==> src/design/zfg_params.svh <==
`ifndef ZFG_PARAMS_SVH
`define ZFG_PARAMS_SVH

`define ZFG_IDX_POLARITY   7'h0a
`define ZFG_IDX_OSR_GPO    7'h0c
`define ZFG_BIT_RW         15
`define ZFG_IDX_HI         14
`define ZFG_IDX_LO         8
`define ZFG_BIT_OVER       7
`define ZFG_BIT_GP_OUT_ENABLE       6
`define ZFG_BIT_POLARITY   6
`define ZFG_GPO_RESET      6'h00
`define ZFG_ZERO_RUN       1024
`define ZFG_CHANNELS       8
`define ZFG_GP_PINS        6
`define ZFG_SAMPLE_BITS    24

`endif

==> src/design/zfg_pkg.sv <==
`default_nettype none
package zfg_pkg;
  typedef enum logic [1:0] {ZFG_OSR_32, ZFG_OSR_64, ZFG_OSR_128} zfg_osr_t;
  typedef logic [15:0] zfg_word_t;
  typedef logic [7:0]  zfg_byte_t;
endpackage : zfg_pkg
`default_nettype wire

==> src/design/zfg_zero_detect.sv <==
`timescale 1ns/10ps
`default_nettype none
`include "zfg_params.svh"
module zfg_zero_detect #(
  parameter int RUN = `ZFG_ZERO_RUN,
  parameter int CW  = $clog2(RUN + 1)
) (
  input  wire logic clk,
  input  wire logic rstn,
  input  wire logic frame_tick,
  input  wire logic sample_zero,
  output logic      silent
);
  logic [CW-1:0] run_count;

  // saturating run of zero frames
  always_ff @(posedge clk or negedge rstn) begin
    if (!rstn) begin
      run_count <= '0;
    end else if (frame_tick) begin
      if (!sample_zero) begin
        run_count <= '0;
      end else if (run_count != CW'(RUN)) begin
        run_count <= run_count + 1'b1;
      end
    end
  end

  assign silent = (run_count == CW'(RUN));
endmodule : zfg_zero_detect
`default_nettype wire

==> src/design/zfg_flag_gpo.sv <==
`timescale 1ns/10ps
`default_nettype none
`include "zfg_params.svh"
module zfg_flag_gpo
  import zfg_pkg::*;
#(
  parameter int CH   = `ZFG_CHANNELS,
  parameter int GP   = `ZFG_GP_PINS,
  parameter int SW   = `ZFG_SAMPLE_BITS,
  parameter int RUN  = `ZFG_ZERO_RUN
) (
  input  wire logic              clk,
  input  wire logic              rstn,
  input  wire logic              frame_clock,
  input  wire logic [CH*SW-1:0]  chan_sample,
  input  wire logic              low_ratio_clock,
  input  wire logic              ctrl_valid,
  input  wire zfg_pkg::zfg_word_t ctrl_word,
  output zfg_pkg::zfg_byte_t     rd_data,
  output logic                   rd_valid,
  output zfg_pkg::zfg_osr_t      osr_select,
  output logic [GP-1:0]          shared_pin,
  output logic [CH-1:GP]         chan_silence_flag,
  output logic                   all_silent_flag
);
  import zfg_pkg::*;

  logic          frame_prev;
  logic          frame_tick;
  logic [CH-1:0] silent;
  logic          over_sel;
  logic          gp_out_enable;
  logic [GP-1:0] gp_out_level;
  logic          flag_polarity_invert;
  zfg_osr_t      next_osr;

  function automatic logic hit(input zfg_word_t w, input logic [6:0] idx);
    hit = (w[`ZFG_IDX_HI:`ZFG_IDX_LO] == idx);
  endfunction : hit

  function automatic logic is_write(input zfg_word_t w);
    is_write = !w[`ZFG_BIT_RW];
  endfunction : is_write

  ////////////////////////////////////////////////////////////////////////////
  // frame clock rising edge as one-cycle enable
  always_ff @(posedge clk or negedge rstn) begin
    if (!rstn) begin
      frame_prev <= 1'b0;
    end else begin
      frame_prev <= frame_clock;
    end
  end
  assign frame_tick = frame_clock && !frame_prev;

  genvar c;
  generate
    for (c = 0; c < CH; c++) begin : g_chan
      zfg_zero_detect #(.RUN(RUN)) u_det (
        .clk         (clk),
        .rstn        (rstn),
        .frame_tick  (frame_tick),
        .sample_zero (chan_sample[c*SW +: SW] == '0),
        .silent      (silent[c])
      );
    end
  endgenerate

  ////////////////////////////////////////////////////////////////////////////
  // register writes
  always_ff @(posedge clk or negedge rstn) begin
    if (!rstn) begin
      over_sel      <= 1'b0;
      gp_out_enable <= 1'b0;
      gp_out_level  <= `ZFG_GPO_RESET;
    end else if (ctrl_valid && is_write(ctrl_word) && hit(ctrl_word, `ZFG_IDX_OSR_GPO)) begin
      over_sel      <= ctrl_word[`ZFG_BIT_OVER];
      gp_out_enable <= ctrl_word[`ZFG_BIT_GP_OUT_ENABLE];
      gp_out_level  <= ctrl_word[GP-1:0];
    end
  end

  always_ff @(posedge clk or negedge rstn) begin
    if (!rstn) begin
      flag_polarity_invert <= 1'b0;
    end else if (ctrl_valid && is_write(ctrl_word) && hit(ctrl_word, `ZFG_IDX_POLARITY)) begin
      flag_polarity_invert <= ctrl_word[`ZFG_BIT_POLARITY];
    end
  end

  // register reads
  always_ff @(posedge clk or negedge rstn) begin
    if (!rstn) begin
      rd_data  <= '0;
      rd_valid <= 1'b0;
    end else begin
      rd_valid <= ctrl_valid && !is_write(ctrl_word);
      if (ctrl_valid && !is_write(ctrl_word)) begin
        if (hit(ctrl_word, `ZFG_IDX_OSR_GPO)) begin
          rd_data <= {over_sel, gp_out_enable, gp_out_level};
        end else if (hit(ctrl_word, `ZFG_IDX_POLARITY)) begin
          rd_data <= zfg_byte_t'(flag_polarity_invert) << `ZFG_BIT_POLARITY;
        end else begin
          rd_data <= '0;
        end
      end
    end
  end

  ////////////////////////////////////////////////////////////////////////////
  // oversampling select
  always_comb begin
    case ({low_ratio_clock, over_sel})
      2'b00:   next_osr = ZFG_OSR_64;
      2'b01:   next_osr = ZFG_OSR_128;
      2'b10:   next_osr = ZFG_OSR_32;
      2'b11:   next_osr = ZFG_OSR_64;
      default: next_osr = ZFG_OSR_64;
    endcase
  end

  always_ff @(posedge clk or negedge rstn) begin
    if (!rstn) begin
      osr_select <= ZFG_OSR_64;
    end else begin
      osr_select <= next_osr;
    end
  end

  ////////////////////////////////////////////////////////////////////////////
  // shared pins: zero flags or level bits
  always_ff @(posedge clk or negedge rstn) begin
    if (!rstn) begin
      shared_pin <= '0;
    end else if (gp_out_enable) begin
      shared_pin <= gp_out_level;
    end else begin
      shared_pin <= silent[GP-1:0] ^ {GP{flag_polarity_invert}};
    end
  end

  // upper channel flags never taken over by the level bits
  always_ff @(posedge clk or negedge rstn) begin
    if (!rstn) begin
      chan_silence_flag <= '0;
    end else begin
      chan_silence_flag <= silent[CH-1:GP] ^ {(CH-GP){flag_polarity_invert}};
    end
  end

  // all-channel flag
  always_ff @(posedge clk or negedge rstn) begin
    if (!rstn) begin
      all_silent_flag <= 1'b0;
    end else begin
      all_silent_flag <= (&silent) ^ flag_polarity_invert;
    end
  end
endmodule : zfg_flag_gpo
`default_nettype wire

==> config.mk <==
export PLATFORM = sky130hd
export DESIGN_NAME = zfg_flag_gpo
export DESIGN_NICKNAME = d
export VERILOG_FILES = /design/src/design/zfg_pkg.sv /design/src/design/zfg_zero_detect.sv /design/src/design/zfg_flag_gpo.sv
export VERILOG_INCLUDE_DIRS = /design/src /design/src/design
export SDC_FILE = /design/constraint.sdc
export NUM_CORES = 1
export LEC_CHECK = 0
export ABC_AREA = 1
export BUFFER_PORTS_ARGS = -buffer_cell sky130_fd_sc_hd__buf_2
export CORE_MARGIN = 1
export CORE_UTILIZATION = 35
export CTS_CLUSTER_DIAMETER = 60
export DETAILED_ROUTE_END_ITERATION = 12
export GPL_TIMING_DRIVEN = 0
export PLACE_DENSITY_LB_ADDON = 0.15
export RECOVER_POWER = 100
export SKIP_CTS_REPAIR_TIMING = 1
export SYNTH_ARGS = -nofsm -noshare
export SYNTH_HDL_FRONTEND = slang
export SYNTH_SLANG_ARGS = --single-unit
==> constraint.sdc <==
create_clock -name clk -period 1.5 [get_ports clk]
set_input_delay 0.225 -clock clk [delete_from_list [all_inputs] [get_ports clk]]
set_output_delay 0.225 -clock clk [all_outputs]
set_load 0.005 [all_outputs]
==> impl_metrics.env, run 1 <==
export IMPL_synth_top_family_by_area="simple AND/OR/NAND/NOR gates"
export IMPL_wl_um=23820
export IMPL_syn_cell_area_sq_um=8079
export IMPL_clock_sinks=118
export IMPL_setup_violations_final=23
export IMPL_ys_seq_area_frac=0.3656
export IMPL_rsz0062_at_grt="yes"
export IMPL_most_common_layout_cells="nand2_1, nor2_1, buf_2"
export IMPL_antenna_found_initial=0
export IMPL_hpwlAfterDp_um=16200
export IMPL_stdcell_area_sq_um=11590
export IMPL_cp_end_kind="register"
export IMPL_drt_initial_drc_count=409
export IMPL_drive_above_1_share=0.3507
export IMPL_antenna_cells=0
export IMPL_initial_core_util=0.3568
export IMPL_grt_max_degree=70
export IMPL_clkSlewWorstSetupHoldPaths_ps=60
export IMPL_drt_pre_antenna_iters=8
export IMPL_cp_required_ps=1850
export IMPL_drc=0
export IMPL_die_y_um=153.9
export IMPL_die_x_um=153.9
export IMPL_fin_skew_ps=7.706
export IMPL_synth_seq_cells=118
export IMPL_synth_simple_area_share=0.4912
export IMPL_irDropWorstVdd_uv=569.9
export IMPL_placedInstanceArea_sq_um=9630
export IMPL_num_nets_final=1768
export IMPL_finalHoldViolations=0
export IMPL_cellPowerDensity_nw_per_um2=719.3
export IMPL_grt_pass1_vias=7776
export IMPL_slew_headroom=0.4869
export IMPL_p_leak_nw=5.869
export IMPL_vias=8696
export IMPL_synthAdderAreaFrac=0.02633
export IMPL_hold_path_class="in -> reg"
export IMPL_status="finished, violations left"
export IMPL_worstSetupPathType="reg -> reg"
export IMPL_drv_slew=0
export IMPL_synth_area_mux_share=0
export IMPL_start_kind="register"
export IMPL_netlist_instances=1213
export IMPL_fin_crit_sh=1.092
export IMPL_period_needed_ps=1638
export IMPL_via_per_inst=4.736
export IMPL_avgSynthCellArea_sq_um=6.660
export IMPL_cts_buffer_depth=2
export IMPL_max_freq_mhz=610.6
export IMPL_core_rowCount=55
export IMPL_syn_to_final_growth_pct=43.44
export IMPL_synthDistinctLibCells=32
export IMPL_cp_max_fo=5
export IMPL_gp_congestion=0.8174
export IMPL_max_cap_viol_count=0
export IMPL_r2r_slack_ps=-140
export IMPL_finalPower_mw=8.335
export IMPL_crit_slowest_cell="dfrtp_1"
export IMPL_grt_usage=0.1929
export IMPL_clk_latency_ps=420
export IMPL_tns_ps=-1663
export IMPL_die_area_sq_um=23690
export IMPL_worst_slew_pin_slew_ps=769.6
export IMPL_worstPathCellList="inv_2 > ha_4 > inv_2 > nor2_2 > nand3_2 > nor2_4 > nand4_4 > nand2_4 > clkbuf_16 > nand2_2 > nand2_1"
export IMPL_port_buffers=232
export IMPL_cts_buffers=17
export IMPL_synth_xor_area_frac=0.03578
export IMPL_cpPeakStageDelay_ps=410
export IMPL_cts_tree="built"
export IMPL_synth_compound_area_frac=0.01580
export IMPL_critPathBufInv=3
export IMPL_drt_wirelength_per_cell_um=12.97
export IMPL_yosysWarnings=0
export IMPL_grt_pass1_wl_um=36990
export IMPL_antenna_left=0
export IMPL_violations="setup timing"
export IMPL_syn_nets=1443
export IMPL_gr_total_overflow=0
export IMPL_root_buffer="clkbuf_16"
export IMPL_worstPathArrival_ps=1990
export IMPL_ioPinCount=233
export IMPL_crit_top_cell="inv_2"
export IMPL_h_tree_depth=4
export IMPL_final_common_cell="nand2_1"
export IMPL_fin_ws_ps=-137.7
export IMPL_coreArea_sq_um=22640
export IMPL_cp_top_family="simple AND/OR/NAND/NOR gates"
-- stage by stage --
step                hold WS, ps  worst slack, ps  instances  utilization
floorplan                -70.59            38.28       1213            -
global placement          350.0            -1501       1730       0.4239
detailed placement        220.0           -379.5       1731       0.4254
CTS                      -222.2           -392.8       1763       0.4524
global route              22.43           -238.5       1836       0.5119
finish                    27.02           -137.7       1836       0.5119
-- Yosys cell counts --
master,number,share of area
ha_1,17,0.026
nand2_2,18,0.014
nor3_1,4,0.0025
dfrtp_1,117,0.36
inv_1,88,0.041
nor2_4,5,0.0070
a21oi_1,1,0.00062
buf_2,3,0.0019
nand3b_1,6,0.0056
o21ai_0,12,0.0074
nor3_4,2,0.0040
nor3_2,1,0.0012
buf_6,10,0.014
and2_1,1,0.00077
buf_4,2,0.0019
nor4_1,1,0.00077
nand4_1,48,0.037
clkbuf_1,8,0.0037
nand4_4,4,0.011
nand3_2,1,0.0012
buf_1,1,0.00046
dfstp_2,1,0.0033
buf_12,1,0.0025
nor2_2,9,0.0070
xor2_1,33,0.036
nand3_1,116,0.072
nand2_4,1,0.0014
o31ai_1,7,0.0065
nand4_2,4,0.0062
o21ai_1,2,0.0012
nor2_1,266,0.12
nand2_1,423,0.20
-- report_power, final --
part | internal [mW] | switching, mW
combinational | 0.362 | 0.415
sequential | 3.24 | 0.0167
clock | 2.75 | 1.54
total | 6.36 | 1.98
-- path summary, 6_finish.rpt --
check                      cells past startpoint                         start                      endpoint
min in group asynchronous                      2                          rstn  g_chan[6].u_det.run_count[3]
setup reg to reg                              11  g_chan[6].u_det.run_count[0]  g_chan[6].u_det.run_count[0]
max in group asynchronous                      3                          rstn  g_chan[2].u_det.run_count[2]
setup / recovery                              11  g_chan[6].u_det.run_count[0]  g_chan[6].u_det.run_count[0]
hold / removal                                 3                  ctrl_word[3]               gp_out_level[3]
hold reg to reg                                2                    rd_data[6]                    rd_data[6]
-- layout make-up --
cell class | count | area, sq um
Multi-Input combinational cell | 982 | 5271
Tap cell | 285 | 356.6
Buffer | 25 | 212.7
Sequential cell | 118 | 2992
Fill cell | 2219 | 11050
Clock inverter | 15 | 186.4
Clock buffer | 17 | 425.4
Inverter | 88 | 330.3
Timing Repair Buffer | 306 | 1814
-- flip-flops by register name, summed over array words and instances, names as in the netlist, 2 cells and up --
signal,count
chan_silence_flag,2
g_chan.u_det.run_count,88
gp_out_level,6
osr_select,2
rd_data,8
shared_pin,6
-- worst min-delay path, stage by stage --
cell     delay [ps]
buf_2            80
nand2_1          40
o21ai_0          70
-- metal layers --
layer	vias up	global-route usage	share of wire
met5	-	0	0
met4	0	0.05048	0.0088
met3	18	0.03382	0.034
met2	176	0.3422	0.52
met1	3993	0.2404	0.44
li1	4509	-	-
-- logic make-up (layout without fill, tap and decap cells) --
kind of cell,after synthesis,in the layout
adders and majority gates,17,17
AOI/OAI and AO/OA,22,22
DFF,118,118
xor gates and xnor gates,33,33
and+or+nand+nor,910,910
buffers and inverters,113,451
(Power assumes the default switching activity.)
==> run 2, diff against run 1 <==
- CELL_PAD_IN_SITES_DETAIL_PLACEMENT: default -> 1
- CELL_PAD_IN_SITES_GLOBAL_PLACEMENT: default -> 2
- CORE_UTILIZATION: 35 -> 25
==> impl_metrics.env, run 2 (same netlist as run 1, synthesis figures left out) <==
export IMPL_grt_usage=0.1660
export IMPL_multi_input_area_sq_um=5374
export IMPL_drv_slew=0
export IMPL_slew_headroom=0.5226
export IMPL_vias=8973
export IMPL_drive_above_1_share=0.3909
export IMPL_clock_sinks=118
export IMPL_max_cap_viol_count=0
export IMPL_setup_violations_final=68
export IMPL_reg_largest_list="g_chan.u_det.run_count x88, rd_data x8"
export IMPL_fin_ws_ps=-174.5
export IMPL_stdcell_area_sq_um=12130
export IMPL_cts_buffer_depth=2
export IMPL_cts_buffers=17
export IMPL_crit_slowest_cell="dfrtp_1"
export IMPL_cp_max_fo=5
export IMPL_finalHoldViolations=0
export IMPL_wl_um=29110
export IMPL_gr_total_overflow=0
export IMPL_violations="setup timing"
export IMPL_cp_end_kind="register"
export IMPL_root_buffer="clkbuf_16"
export IMPL_combPwrFrac=0.100
export IMPL_syn_to_final_growth_pct=50.12
export IMPL_most_common_layout_cells="nand2_1, nor2_1, buf_2"
export IMPL_irDropWorstVdd_uv=749.7
export IMPL_status="finished, violations left"
export IMPL_crit_top_cell="inv_2"
export IMPL_grt_pass1_vias=8622
export IMPL_critPathBufInv=3
export IMPL_grt_pass1_wl_um=43970
export IMPL_worstSetupPathType="reg -> reg"
export IMPL_antenna_cells=0
export IMPL_via_per_inst=4.525
export IMPL_swShare=0.2653
export IMPL_p_sw_mw=2.181
export IMPL_cpPeakStageDelay_ps=410
export IMPL_clk_latency_ps=420
export IMPL_fin_skew_ps=11.85
export IMPL_clkSlewWorstSetupHoldPaths_ps=60
export IMPL_largest_register_ff_count=88
export IMPL_dr_max_layer_used="met4"
export IMPL_max_freq_mhz=597.2
export IMPL_dr_wl_met3_um=751
export IMPL_port_buffers=232
export IMPL_cp_required_ps=1860
export IMPL_hpwlAfterDp_um=20280
export IMPL_seq_area_sq_um=3009
export IMPL_coreArea_sq_um=31640
export IMPL_num_nets_final=1798
export IMPL_wl_met1_um=13300
export IMPL_antenna_found_initial=0
export IMPL_core_rowCount=65
export IMPL_hold_path_class="in -> reg"
export IMPL_drt_initial_drc_count=340
export IMPL_fin_cells=1983
export IMPL_cp_top_family="simple AND/OR/NAND/NOR gates"
export IMPL_placedCellCount=1848
export IMPL_die_x_um=181.8
export IMPL_start_kind="register"
export IMPL_rsz0062_at_grt="yes"
export IMPL_fin_crit_sh=1.116
export IMPL_fillerInstances=4004
export IMPL_h_tree_depth=4
export IMPL_die_y_um=181.8
export IMPL_worst_slew_pin_slew_ps=716.1
export IMPL_antenna_left=0
export IMPL_internal_power_mw=6.042
export IMPL_initial_core_util=0.2554
export IMPL_die_area_sq_um=33040
export IMPL_top_register="g_chan.u_det.run_count"
export IMPL_ioPinCount=233
export IMPL_grt_max_degree=79
export IMPL_p_clk_frac=0.503
export IMPL_cts_tree="built"
export IMPL_final_common_cell="nand2_1"
export IMPL_drt_wirelength_per_cell_um=14.68
export IMPL_period_needed_ps=1674
export IMPL_seqPwrFrac=0.397
export IMPL_worstPathArrival_ps=2030
export IMPL_drc=0
export IMPL_gp_congestion=0.7418
export IMPL_placedInstanceArea_sq_um=9777
export IMPL_p_leak_nw=6.061
export IMPL_worstPathCellList="inv_2 > ha_4 > inv_2 > nor2_2 > nand3_2 > nor2_4 > nand4_4 > nand2_4 > clkbuf_16 > nand2_2 > nand2_1"
export IMPL_wl_met2_um=14730
export IMPL_cellPowerDensity_nw_per_um2=678.1
export IMPL_drt_pre_antenna_iters=5
==> run 2: path summary, 6_finish.rpt <==
kind	cells after the start	from	end	slack [ps]
max in group asynchronous	3	rstn	g_chan[1].u_det.run_count[2]	30
min in group asynchronous	2	rstn	g_chan[0].u_det.run_count[7]	300
worst min register to register	2	rd_data[3]	rd_data[3]	490
worst max register to register	11	g_chan[6].u_det.run_count[0]	g_chan[6].u_det.run_count[9]	-170
worst max-delay path	11	g_chan[6].u_det.run_count[0]	g_chan[6].u_det.run_count[9]	-170
worst min-delay path	3	ctrl_word[3]	gp_out_level[3]	20
==> run 2: metrics by stage <==
step           hold WS, ps    util  worst slack, ps  power [mW]  setup TNS (ps)
6_report             16.42  0.3834           -174.5       8.224           -4661
3_5_place_dp         195.2  0.3090           -522.8       4.066          -32810
4_1_cts             -270.1  0.3276           -540.2       8.241          -34270
2_1_floorplan       -70.59       -            38.28       3.562               0
5_1_grt              12.71  0.3834           -272.8       8.562          -20640
3_3_place_gp         350.0  0.3080            -1648       4.043         -221390
==> run 2: cell type report <==
type,instances,area share
plain buffers,25,0.01909
clock buffers,19,0.03735
clock inverters,13,0.01104
inverters,88,0.02724
multi-input cells,982,0.4431
flip-flops and latches,118,0.2481
well taps,402,0.04147
repair buffers,336,0.1726
==> run 2: power by group through the flow <==
stage | Combinational [mW] | Sequential (mW) | Clock [mW]
3_5_place_dp | 0.744 | 3.32 | 0
4_1_cts | 0.745 | 3.26 | 4.23
2_1_floorplan | 0.240 | 3.32 | 0
3_3_place_gp | 0.721 | 3.32 | 0
5_1_grt | 0.926 | 3.27 | 4.37
6_report | 0.822 | 3.26 | 4.14
==> run 2: metal layers <==
metal,GRT usage,vias up
li1,-,4563
met1,0.2156,4261
met5,0,-
met3,0.02206,19
met4,0.03898,0
met2,0.2903,130
==> run 2: worst min-delay path: stages <==
cell and delay, ps:
buf_2 80, nand2_1 40, o21ai_0 60
